**config.mk**
```make
export PLATFORM = sky130hd
export DESIGN_NAME = tcx_test_ctrl
export DESIGN_NICKNAME = d
export VERILOG_FILES = /design/src/tcx_pkg.sv /design/src/tcx_tick_div.sv /design/src/tcx_test_ctrl.sv
export SDC_FILE = /design/constraint.sdc
export NUM_CORES = 1
export LEC_CHECK = 0
export BUFFER_PORTS_ARGS = -buffer_cell sky130_fd_sc_hd__buf_2
export CAP_MARGIN = 20
export CORE_MARGIN = 5
export CORE_UTILIZATION = 57
export DETAILED_ROUTE_END_ITERATION = 8
export GPL_ROUTABILITY_DRIVEN = 0
export GPL_TIMING_DRIVEN = 0
export PLACE_DENSITY = 0.8
export REMOVE_ABC_BUFFERS = 1
export SYNTH_ARGS = -nofsm -noshare
export SYNTH_HDL_FRONTEND = slang
export SYNTH_HIERARCHICAL = 1
export SYNTH_SLANG_ARGS = --single-unit
```
**constraint.sdc**
```tcl
create_clock -name clk -period 4 [get_ports clk]
set_input_delay 0.8 -clock clk [delete_from_list [all_inputs] [get_ports clk]]
set_output_delay 0.8 -clock clk [all_outputs]
set_load 0.03 [all_outputs]
```
**src/tcx_pkg.sv**
```systemverilog
// constants and carrier types for the transceiver test-control block
package tcx_pkg;

	// register offsets, unlock command and reset value on the register port
	localparam logic [7:0] OFS_ANALOG = 8'h83;
	localparam logic [7:0] OFS_DIG_A = 8'h90;
	localparam logic [7:0] OFS_DIG_B = 8'h91;
	localparam logic [7:0] OFS_MUX = 8'h92;
	localparam logic [7:0] OFS_CMD = 8'h00;
	localparam logic [7:0] CMD_UNLOCK = 8'h0E;
	localparam logic [7:0] REG_RESET = 8'h00;

	// analog test control bits
	localparam int AN_DETECTOR_FORCE_HIGH = 7;
	localparam int AN_IF_BYPASS = 6;
	localparam int AN_FSK_IN = 2;
	localparam int AN_RSSI_TC_OFF = 1;

	// digital test control a bits
	localparam int DA_AUTOINC_OFF = 7;
	localparam int DA_CLK_KILL = 6;
	localparam int DA_XTAL_BYPASS = 5;
	localparam int DA_PAD_LSB = 3;
	localparam int DA_BIST_GO = 2;
	localparam int DA_BIST_FAIL = 1;
	localparam int DA_BIST_DONE = 0;

	// digital test control b bits
	localparam int DB_OVERDRIVE = 7;
	localparam int DB_SLOW_XTAL = 6;
	localparam int DB_KICK_CONT = 1;
	localparam int DB_KICK_CLAMP = 0;

	// pad test field codes
	localparam logic [1:0] PAD_NORMAL = 2'h0;
	localparam logic [1:0] PAD_TEST_B = 2'h1;
	localparam logic [1:0] PAD_TEST_A = 2'h2;
	localparam logic [1:0] PAD_PULLUP = 2'h3;

	// upper probe select codes
	localparam logic [3:0] UP_NORMAL = 4'h0;
	localparam logic [3:0] UP_SD_CLK = 4'h2;
	localparam logic [3:0] UP_SAMPLE = 4'h4;
	localparam logic [3:0] UP_AM_FILT = 4'h5;
	localparam logic [3:0] UP_LATCH = 4'h6;
	localparam logic [3:0] UP_ONESHOT = 4'h7;
	localparam logic [3:0] UP_PLL_REF = 4'h8;
	localparam logic [3:0] UP_LOCKED = 4'h9;
	localparam logic [3:0] UP_LOCKFAIL = 4'hA;
	localparam logic [3:0] UP_WOP = 4'hB;
	localparam logic [3:0] UP_CDR = 4'hC;
	localparam logic [3:0] UP_KICKER = 4'hD;
	localparam logic [3:0] UP_XTAL = 4'hE;

	// lower probe select codes
	localparam logic [3:0] LO_NORMAL = 4'h0;
	localparam logic [3:0] LO_SLOW_RC = 4'h4;
	localparam logic [3:0] LO_COMP = 4'h7;
	localparam logic [3:0] LO_SD_OUT = 4'h8;
	localparam logic [3:0] LO_DIV160 = 4'hA;
	localparam logic [3:0] LO_DIV512 = 4'hB;
	localparam logic [3:0] LO_DIV2000 = 4'hC;
	localparam logic [3:0] LO_DIV10000 = 4'hD;
	localparam logic [3:0] LO_KICK_DONE = 4'hE;
	localparam logic [3:0] LO_CKSUM = 4'hF;

	// divider ratios in source clock periods
	localparam int DIV_160 = 160;
	localparam int DIV_512 = 512;
	localparam int DIV_2000 = 2000;
	localparam int DIV_10000 = 10000;

	// byte-level register port from the serial interface
	typedef struct packed {
		logic xfer_start;
		logic [7:0] xfer_addr;
		logic wr_stb;
		logic rd_stb;
		logic [7:0] wdata;
	} tcx_regport_s;

	// internal signals offered to the probe multiplexer
	typedef struct packed {
		logic normal_upper;
		logic sigma_delta_clk;
		logic sample_clk;
		logic am_filter_clk;
		logic latch_clk;
		logic one_shot;
		logic pll_reference_divided_clock;
		logic pll_locked;
		logic pll_lock_failed;
		logic wake_pattern_start;
		logic cdr_start;
		logic kicker;
		logic xtal_clk;
		logic normal_lower;
		logic slow_rc_clock;
		logic comparator_out;
		logic sigma_delta_output;
		logic kick_cycle_finished;
		logic checksum_failed;
	} tcx_probe_src_s;

endpackage

```
**src/tcx_tick_div.sv**
```systemverilog
// divides a tick stream into a square wave for the probe
`timescale 1ns/100ps
`default_nettype none
module tcx_tick_div #(
	parameter int DIV = 160
) (
	input wire logic clk,
	input wire logic rst,
	input wire logic tick,
	output logic div_out
);
	localparam int HALF = DIV / 2;
	localparam int CW = $clog2(HALF);

	typedef struct packed {
		logic [CW-1:0] cnt;
		logic q;
	} tcx_div_s;

	tcx_div_s div_reg;
	tcx_div_s div_next;

	always_comb begin
		div_next = div_reg;
		if (tick) begin
			if (div_reg.cnt == CW'(HALF - 1)) begin
				div_next.cnt = '0;
				div_next.q = ~div_reg.q;
			end else begin
				div_next.cnt = div_reg.cnt + CW'(1);
			end
		end
	end

	always_ff @(posedge clk or posedge rst) begin
		if (rst) begin
			div_reg <= '0;
		end else begin
			div_reg <= div_next;
		end
	end

	assign div_out = div_reg.q;
endmodule // tcx_tick_div
`default_nettype wire

```
**src/tcx_test_ctrl.sv**
```systemverilog
// test-control registers, test mode outputs and clock probe multiplexer
`timescale 1ns/100ps
`default_nettype none
module tcx_test_ctrl #(
	parameter int RC_DIV = tcx_pkg::DIV_10000
) (
	input wire logic clk,
	input wire logic rst,
	input wire tcx_pkg::tcx_regport_s reg_port,
	output logic [7:0] rd_data,
	output logic rd_valid,
	input wire logic irq_request,
	input wire logic irq_pin_i,
	output logic irq_pin_o,
	output logic irq_pin_oe,
	output logic fsk_test_input,
	output logic detector_force_high,
	output logic if_filter_bypass,
	output logic rssi_tempcomp_off,
	output logic digital_clock_enable,
	output logic crystal_bypass,
	input wire logic crystal_input_pad,
	input wire logic xtal_tick,
	input wire logic rc_tick,
	output logic [1:0] pad_test_sel,
	output logic pullups_disabled,
	output logic eeprom_selftest_go,
	input wire logic eeprom_bist_done_i,
	input wire logic eeprom_bist_fail_i,
	input wire logic am_gpio_i,
	input wire logic fm_gpio_i,
	input wire logic am_slice_i,
	input wire logic fm_slice_i,
	output logic gpio_oe,
	output logic cdr_am_data,
	output logic cdr_fm_data,
	output logic slow_clock_as_xtal,
	output logic kick_continuous,
	output logic kick_clamped,
	input wire tcx_pkg::tcx_probe_src_s probe_src,
	output logic probe_upper_out,
	output logic probe_lower_out
);
	typedef struct packed {
		logic [7:0] ana;
		logic [7:0] dig_a;
		logic [7:0] dig_b;
		logic [7:0] mux;
		logic [7:0] ptr;
		logic unlock;
		logic [7:0] rdata;
		logic rvalid;
		logic go;
		logic irq_o;
		logic fsk_in;
		logic cdr_am;
		logic cdr_fm;
		logic up;
		logic lo;
		logic oe_irq;
		logic clk_en;
		logic pull_off;
		logic oe_gpio;
	} tcx_state_s;

	tcx_state_s state_reg;
	tcx_state_s state_next;

	logic src_tick;
	logic div160;
	logic div512;
	logic div2000;
	logic div10000;
	logic [3:0] clock_probe_upper_select;
	logic [3:0] probe_lower_select;

	function automatic logic [7:0] reg_read(input logic [7:0] a, input tcx_state_s st);
		logic [7:0] v;
		v = 8'h00;
		if (a == tcx_pkg::OFS_ANALOG) v = st.ana;
		else if (a == tcx_pkg::OFS_DIG_A) v = st.dig_a;
		else if (a == tcx_pkg::OFS_DIG_B) v = st.dig_b;
		else if (a == tcx_pkg::OFS_MUX) v = st.mux;
		return v;
	endfunction

	function automatic logic [7:0] ptr_step(input logic [7:0] p, input logic hold);
		return hold ? p : p + 8'h01;
	endfunction

	assign src_tick = state_reg.dig_a[tcx_pkg::DA_XTAL_BYPASS] ? crystal_input_pad :
		(state_reg.dig_b[tcx_pkg::DB_SLOW_XTAL] ? rc_tick : xtal_tick);

	tcx_tick_div #(.DIV(tcx_pkg::DIV_160)) u_div160 (
		.clk(clk), .rst(rst), .tick(src_tick), .div_out(div160));
	tcx_tick_div #(.DIV(tcx_pkg::DIV_512)) u_div512 (
		.clk(clk), .rst(rst), .tick(src_tick), .div_out(div512));
	tcx_tick_div #(.DIV(tcx_pkg::DIV_2000)) u_div2000 (
		.clk(clk), .rst(rst), .tick(src_tick), .div_out(div2000));
	tcx_tick_div #(.DIV(RC_DIV)) u_div10000 (
		.clk(clk), .rst(rst), .tick(rc_tick), .div_out(div10000));

	assign clock_probe_upper_select = state_reg.mux[7:4];
	assign probe_lower_select = state_reg.mux[3:0];

	always_comb begin
		state_next = state_reg;
		state_next.rvalid = 1'b0;
		state_next.go = 1'b0;
		if (reg_port.xfer_start) begin
			state_next.ptr = reg_port.xfer_addr;
		end else if (reg_port.wr_stb) begin
			if (state_reg.ptr == tcx_pkg::OFS_ANALOG) begin
				state_next.ana = reg_port.wdata;
			end else if (state_reg.ptr == tcx_pkg::OFS_DIG_A) begin
				state_next.dig_a[7:2] = reg_port.wdata[7:2];
				if (reg_port.wdata[tcx_pkg::DA_BIST_GO]) begin
					state_next.go = 1'b1;
					state_next.dig_a[1:0] = 2'h0;
				end
			end else if (state_reg.ptr == tcx_pkg::OFS_DIG_B) begin
				state_next.dig_b[7:2] = reg_port.wdata[7:2];
				if (state_reg.unlock) begin
					state_next.dig_b[1:0] = reg_port.wdata[1:0];
				end
				state_next.unlock = 1'b0;
			end else if (state_reg.ptr == tcx_pkg::OFS_MUX) begin
				state_next.mux = reg_port.wdata;
			end else if (state_reg.ptr == tcx_pkg::OFS_CMD) begin
				state_next.unlock = (reg_port.wdata == tcx_pkg::CMD_UNLOCK);
			end
			state_next.ptr = ptr_step(state_reg.ptr, state_reg.dig_a[tcx_pkg::DA_AUTOINC_OFF]);
		end else if (reg_port.rd_stb) begin
			state_next.rdata = reg_read(state_reg.ptr, state_reg);
			state_next.rvalid = 1'b1;
			state_next.ptr = ptr_step(state_reg.ptr, state_reg.dig_a[tcx_pkg::DA_AUTOINC_OFF]);
		end
		if (eeprom_bist_fail_i) begin
			state_next.dig_a[tcx_pkg::DA_BIST_FAIL] = 1'b1;
		end
		if (eeprom_bist_done_i) begin
			state_next.dig_a[tcx_pkg::DA_BIST_DONE] = 1'b1;
		end
		state_next.irq_o = irq_request;
		state_next.fsk_in = state_reg.ana[tcx_pkg::AN_FSK_IN] & irq_pin_i;
		state_next.cdr_am = state_reg.dig_b[tcx_pkg::DB_OVERDRIVE] ? am_gpio_i : am_slice_i;
		state_next.cdr_fm = state_reg.dig_b[tcx_pkg::DB_OVERDRIVE] ? fm_gpio_i : fm_slice_i;
		state_next.oe_irq = ~state_next.ana[tcx_pkg::AN_FSK_IN];
		state_next.clk_en = ~state_next.dig_a[tcx_pkg::DA_CLK_KILL];
		state_next.pull_off = state_next.dig_a[tcx_pkg::DA_PAD_LSB +: 2] == tcx_pkg::PAD_TEST_A
			|| state_next.dig_a[tcx_pkg::DA_PAD_LSB +: 2] == tcx_pkg::PAD_TEST_B;
		state_next.oe_gpio = ~state_next.dig_b[tcx_pkg::DB_OVERDRIVE];
		unique case (clock_probe_upper_select)
			tcx_pkg::UP_NORMAL: state_next.up = probe_src.normal_upper;
			tcx_pkg::UP_SD_CLK: state_next.up = probe_src.sigma_delta_clk;
			tcx_pkg::UP_SAMPLE: state_next.up = probe_src.sample_clk;
			tcx_pkg::UP_AM_FILT: state_next.up = probe_src.am_filter_clk;
			tcx_pkg::UP_LATCH: state_next.up = probe_src.latch_clk;
			tcx_pkg::UP_ONESHOT: state_next.up = probe_src.one_shot;
			tcx_pkg::UP_PLL_REF: state_next.up = probe_src.pll_reference_divided_clock;
			tcx_pkg::UP_LOCKED: state_next.up = probe_src.pll_locked;
			tcx_pkg::UP_LOCKFAIL: state_next.up = probe_src.pll_lock_failed;
			tcx_pkg::UP_WOP: state_next.up = probe_src.wake_pattern_start;
			tcx_pkg::UP_CDR: state_next.up = probe_src.cdr_start;
			tcx_pkg::UP_KICKER: state_next.up = probe_src.kicker;
			tcx_pkg::UP_XTAL: state_next.up = probe_src.xtal_clk;
			default: state_next.up = 1'b0;
		endcase
		unique case (probe_lower_select)
			tcx_pkg::LO_NORMAL: state_next.lo = probe_src.normal_lower;
			tcx_pkg::LO_SLOW_RC: state_next.lo = probe_src.slow_rc_clock;
			tcx_pkg::LO_COMP: state_next.lo = probe_src.comparator_out;
			tcx_pkg::LO_SD_OUT: state_next.lo = probe_src.sigma_delta_output;
			tcx_pkg::LO_KICK_DONE: state_next.lo = probe_src.kick_cycle_finished;
			tcx_pkg::LO_DIV160: state_next.lo = div160;
			tcx_pkg::LO_DIV512: state_next.lo = div512;
			tcx_pkg::LO_DIV2000: state_next.lo = div2000;
			tcx_pkg::LO_DIV10000: state_next.lo = div10000;
			tcx_pkg::LO_CKSUM: state_next.lo = probe_src.checksum_failed;
			default: state_next.lo = 1'b0;
		endcase
	end

	always_ff @(posedge clk or posedge rst) begin
		if (rst) begin
			state_reg <= '0;
			state_reg.ana <= tcx_pkg::REG_RESET;
			state_reg.dig_a <= tcx_pkg::REG_RESET;
			state_reg.dig_b <= tcx_pkg::REG_RESET;
			state_reg.mux <= tcx_pkg::REG_RESET;
			state_reg.oe_irq <= 1'b1;
			state_reg.clk_en <= 1'b1;
			state_reg.oe_gpio <= 1'b1;
		end else begin
			state_reg <= state_next;
		end
	end

	assign rd_data = state_reg.rdata;
	assign rd_valid = state_reg.rvalid;
	assign irq_pin_o = state_reg.irq_o;
	assign irq_pin_oe = state_reg.oe_irq;
	assign fsk_test_input = state_reg.fsk_in;
	assign detector_force_high = state_reg.ana[tcx_pkg::AN_DETECTOR_FORCE_HIGH];
	assign if_filter_bypass = state_reg.ana[tcx_pkg::AN_IF_BYPASS];
	assign rssi_tempcomp_off = state_reg.ana[tcx_pkg::AN_RSSI_TC_OFF];
	assign digital_clock_enable = state_reg.clk_en;
	assign crystal_bypass = state_reg.dig_a[tcx_pkg::DA_XTAL_BYPASS];
	assign pad_test_sel = state_reg.dig_a[tcx_pkg::DA_PAD_LSB +: 2];
	assign pullups_disabled = state_reg.pull_off;
	assign eeprom_selftest_go = state_reg.go;
	assign gpio_oe = state_reg.oe_gpio;
	assign cdr_am_data = state_reg.cdr_am;
	assign cdr_fm_data = state_reg.cdr_fm;
	assign slow_clock_as_xtal = state_reg.dig_b[tcx_pkg::DB_SLOW_XTAL];
	assign kick_continuous = state_reg.dig_b[tcx_pkg::DB_KICK_CONT];
	assign kick_clamped = state_reg.dig_b[tcx_pkg::DB_KICK_CLAMP];
	assign probe_upper_out = state_reg.up;
	assign probe_lower_out = state_reg.lo;

	logic wr_any;
	assign wr_any = reg_port.wr_stb && !reg_port.xfer_start;
endmodule // tcx_test_ctrl
`default_nettype wire

```
== Yosys cells after proc, flatten, opt, wreduce, memory -nomap -nowiden ==
Index checks and enable logic that the tools add are counted.

* Bits in registers: 103
* Input port bits: 51
* Output and inout bits: 29

* Add/sub/neg operators: 5
* Reductions and logical operators: 25
* Equality and inequality tests: 37
* Bitwise logic cells: 13
* Mux-type cells: 41

{| class="wikitable"
|+ Operators by type and width
! cell !! number
|-
| two-way mux 8 bit || 13
|-
| == test 4 bit, second input constant || 14
|-
| two-way mux 27 bit || 2
|-
| == test 8 bit, second input constant || 5
|-
| == test 4 x 3 -> 1 bit, second input constant || 6
|-
| two-way mux 24 bit || 1
|-
| AND reduction 6 bit || 3
|-
| adder 8 x 1 -> 8 bit, second input constant || 2
|-
| two-way mux 16 bit || 1
|-
| two-way mux 1 bit || 15
|-
| AND reduction 5 bit || 3
|-
| nonzero test 2 bit || 7
|-
| adder 13 x 1 -> 13 bit, second input constant || 1
|-
| == test 13 bit, second input constant || 1
|-
| two-way mux 13 bit || 1
|-
| case mux 1 bit (13 select lines) || 1
|-
| inverter 1 bit || 12
|-
| adder 10 x 1 -> 10 bit, second input constant || 1
|-
| == test 10 bit, second input constant || 1
|-
| two-way mux 10 bit || 1
|-
| case mux 1 bit (10 select lines) || 1
|-
| == test 8 x 4 -> 1 bit, second input constant || 1
|-
| logical NOT 4 bit || 2
|-
| logical NOT 8 bit || 1
|-
| other kinds (16) || 25
|}

== Logic depth before layout (Yosys ltp) ==
* Depth after elaboration: 9
* Mapped depth: 7
* Mapped depth without buffers: 6

== Modules after synthesis ==
Netlist, hierarchy kept.

{| class="wikitable"
|+ By module, submodules not included
! module !! cells an instance !! area an instance (µm²) !! instances !! sequential area each (µm²)
|-
| tcx_test_ctrl || 267 || 3,032.9 || 1 || 1,530.2
|-
| tcx_tick_div (u_div10000) || 66 || 704.4 || 1 || 350.3
|-
| tcx_tick_div (u_div2000) || 56 || 591.8 || 1 || 275.3
|-
| tcx_tick_div (u_div512) || 38 || 414.1 || 1 || 225.2
|-
| tcx_tick_div (u_div160) || 36 || 390.4 || 1 || 200.2
|}

== Worst setup path before layout ==
Ideal clock, no wire load.

* Kind: input-to-reg
* Start: in rc_tick
* End: reg u_div2000/div_reg[8] in the netlist's numbering
* Setup time: 0.073 ns
* Stages: 5
* Arrival: 3.260 ns
* Path slack: 0.667 ns
* Cell sequence: mux2i_1 o21ai_0 nand4_2 or4_4 a21oi_2

* Longest elaborated chain between the ends: 2

{| class="wikitable"
|+ Ends and longest elaborated chain
! element !! line !! RTL
|-
| start: declaration || tcx_test_ctrl.sv:24 || <nowiki>input wire logic rc_tick,</nowiki>
|-
| two-way mux 1 bit || tcx_test_ctrl.sv:92 || <nowiki>(state_reg.dig_b[tcx_pkg::DB_SLOW_XTAL] ? rc_tick : xtal_tick);</nowiki>
|-
| two-way mux 1 bit || tcx_test_ctrl.sv:91 || <nowiki>assign src_tick = state_reg.dig_a[tcx_pkg::DA_XTAL_BYPASS] ? crystal_input_pad :</nowiki>
|-
| named net src_tick || tcx_test_ctrl.sv:69 || <nowiki>logic src_tick;</nowiki>
|-
| end signal: assignment || tcx_tick_div.sv:39 || <nowiki>div_reg <= div_next;</nowiki>
|-
| end: declaration || tcx_tick_div.sv:20 || <nowiki>tcx_div_s div_reg;</nowiki>
|}

The timed path passes the listed nets, and every way through them passes these cells.
A chain may end at the register's enable or synchronous reset.

== Worst setup path after layout ==
* Start: reg state_reg[21] in the netlist's numbering
* End: reg state_reg[45] in the netlist's numbering

* Longest elaborated chain between the ends: 3
* Elaborated cells on any way between the ends: 5

{| class="wikitable"
|+ Ends and longest elaborated chain
! element !! line !! RTL
|-
| start: declaration || tcx_test_ctrl.sv:66 || <nowiki>tcx_state_s state_reg;</nowiki>
|-
| start signal: assignment || tcx_test_ctrl.sv:195 || <nowiki>state_reg <= state_next;</nowiki>
|-
| == test 8 bit (on tied branches) || tcx_test_ctrl.sv:113, tcx_test_ctrl.sv:115 ||
|-
| inequality test 2 bit (no line) / nonzero test 2 bit (equally long branches) || -- ||
|-
| AND reduction 5 bit (no line) * || -- ||
|}

Every way passes the cells marked *; elsewhere a longest branch is shown, timed or not.

==> summary.md <==
| Metric | Value |
|---|---|
| Status | `completed` |
| Starting density of the core | `58.6%` |
| Power Density | `457 nW/um2` |
| Htree depth | `3` |
| Fin Hold WS | `0.419 ns` |
| Worst slew margin | `37.3%` |
| Most frequent cells in the layout | `dfrtp_1 (100), buf_2 (79), nand2_1 (54)` |
| Root Buffer | `clkbuf_8` |
| Ys Warns | `6` |
| Hold Path Class | `primary input to async pin` |
| Leakage | `0.00276 uW` |
| Async set-reset flop share out of synthesis | `100%` |
| Clock Sinks | `103` |
| Dpl cells | `630` |
| Largest net degree at the start of global routing | `37` |
| Final slew viol count | `0` |
| Hold Vio Cnt, Final | `0` |
| Layout filler cell count | `674` |
| Worst-path clk slew | `0.10 ns` |
| Synth Flop Type | `dfrtp_1` |
| Non-Filler Cell Area, Final | `5790 um2` |
| WP data required | `4.26 ns` |
| Worst vdd ir | `0.305 mV` |
| Crit Path Class | `flip-flop to flip-flop` |
| Die area | `11000 um2` |
| Multi-input gate area | `2330 um2` |
| Gate Count Post-Synth | `463` |
| Share of the yosys chip area belonging to registers | `50.3%` |
| Die H | `105 um` |
| Placed instance area | `5560 um2` |
| Layout Cells excl Fill | `646` |
| Clock Latency Late Sink | `0.37 ns` |
| Hold Buf Count CTS | `0` |
| Synth-to-Final Area Change | `12.7%` |
| WL final | `11.3 mm` |
| Total number of vias | `3864` |
| Total global-route track usage | `20.8%` |
| Number of synthesized flops with an enable pin | `0` |
| Tcrit/Tclk final | `64.1%` |
| Nets | `592` |
| Clk_skew | `0.0156 ns` |
| RSZ-0062 raised after global routing | `false` |
| CTS resizes | `0` |
| First-pass GRT wire length | `18.9 mm` |
| Post-route setup TNS | `0 ns` |
| ANT nets after route | `0` |
| DRC | `0` |
| N_diodes | `0` |
| Syn avg cell area | `11.1 um2` |
| Placement row count | `34` |
| Commonest non-fill, non-tap cell in the layout | `dfrtp_1` |
| WL per Instance | `17.5 um` |
| CTS tree | `yes` |
| Max Cap Viol | `0` |
| Crit start category | `flip-flop` |
| I/O pins | `80` |
| Setup repair bufs after CTS | `0` |
| Global route overflow | `0` |
| FF/Latch Area | `2580 um2` |
| FF+latch count, synth | `103` |
| Worst Tran Pin Value | `0.933 ns` |
| Max clock buf depth | `2` |
| Die Width | `105 um` |
| CP arrival | `2.82 ns` |
| Share of cells above drive strength 1 | `28.4%` |
| Drt first pass iters | `5` |
| Max reg flops | `23` |
| Final setup violation count | `0` |
| Initial antenna violation count | `0` |
| Syn Std Cell Area | `5130 um2` |
| Final HPWL DP | `8.06 mm` |
| IO buf count | `79` |
| Fmax | `0.390 GHz` |
| Via density | `5.98` |
| Vias in the first global route | `3948` |
| Worst-path maximum fanout | `13` |
| Cts bufs inserted | `9` |
| Unique masters post-synth | `68` |
| Fin util | `66.0%` |
| Core ar. | `8760 um2` |
| Initial DRC Count | `218` |
| CP Capture Type | `flip-flop` |
| Fin crit period | `2.56 ns` |
-- critical path, cell delays in order, from the launching register on --
cell and delay, ns:
dfrtp_1 0.47, inv_1 0.13, ha_1 0.54, nand3b_1 0.21
nor3_2 0.66, nand2_1 0.23, a21o_1 0.22
-- metrics by stage --
step	total power, uW	setup WS, ns
floorplan	1740	0.667
global placement	1870	-0.124
detailed placement	1920	1.06
CTS	2660	1.43
global route	2800	1.29
finish	2650	1.44
-- area by class of cell --
cell class / instances / share of cell area (%)
Sequential cell: 103 / 44.6
Multi-Input combinational cell: 315 / 40.2
Timing Repair Buffer: 81 / 7.37
Clock buffer: 11 / 2.44
Tap cell: 108 / 2.33
Clock inverter: 5 / 1.53
Inverter: 23 / 1.49
-- cells in the mapped netlist (all sizes together) (9+ instances only) --
| cell type | instances | area share (%) |
|---|---|---|
| mux2 | 33 | 7.2 |
| nor2 | 17 | 1.2 |
| nor4 | 9 | 2.1 |
| mux2i | 10 | 1.9 |
| dfrtp | 100 | 49 |
| o21ai | 21 | 2.0 |
| buf | 14 | 2.1 |
| nand4 | 16 | 2.3 |
| nand2 | 55 | 4.1 |
| xnor2 | 17 | 2.9 |
| nand3 | 13 | 1.4 |
| a21oi | 10 | 1.1 |
| inv | 23 | 1.7 |
| xor2 | 15 | 2.6 |
-- final timing paths --
check                              startpoint                   end  slack (ns)  cells after the start
worst max-delay path            state_reg[21]         state_reg[45]        1.44                      6
worst min-delay path                      rst      u_div160/div_out        0.42                      2
worst max register to register  state_reg[21]         state_reg[45]        1.44                      6
worst min register to register  state_reg[51]  digital_clock_enable        0.45                      1
max in group asynchronous                 rst  digital_clock_enable        2.73                      3
min in group clk                state_reg[51]  digital_clock_enable        0.45                      1
-- where the power goes --
group	switching, uW	internal [uW]
registers	197	1200
logic	287	227
clock network	359	378
total	843	1800
-- cells by family after synthesis --
logic type	share of synthesized area, %
buf+inv	4.36
simple gates	18.1
compound gates	9.31
flops	50.3
xor+xnor	5.46
mux	10.5
fa+ha+maj	1.95
-- metal layers --
| layer | global-route usage, % | wire length [um] | vias to the layer above |
|---|---|---|---|
| li1 | - | - | 1796 |
| met1 | 25.9 | 4630 | 1937 |
| met2 | 36.0 | 5900 | 113 |
| met3 | 4.81 | 592 | 18 |
| met4 | 6.12 | 160 | 0 |
| met5 | 0 | 0 | - |
No activity file was read; power rests on OpenSTA's default activity.
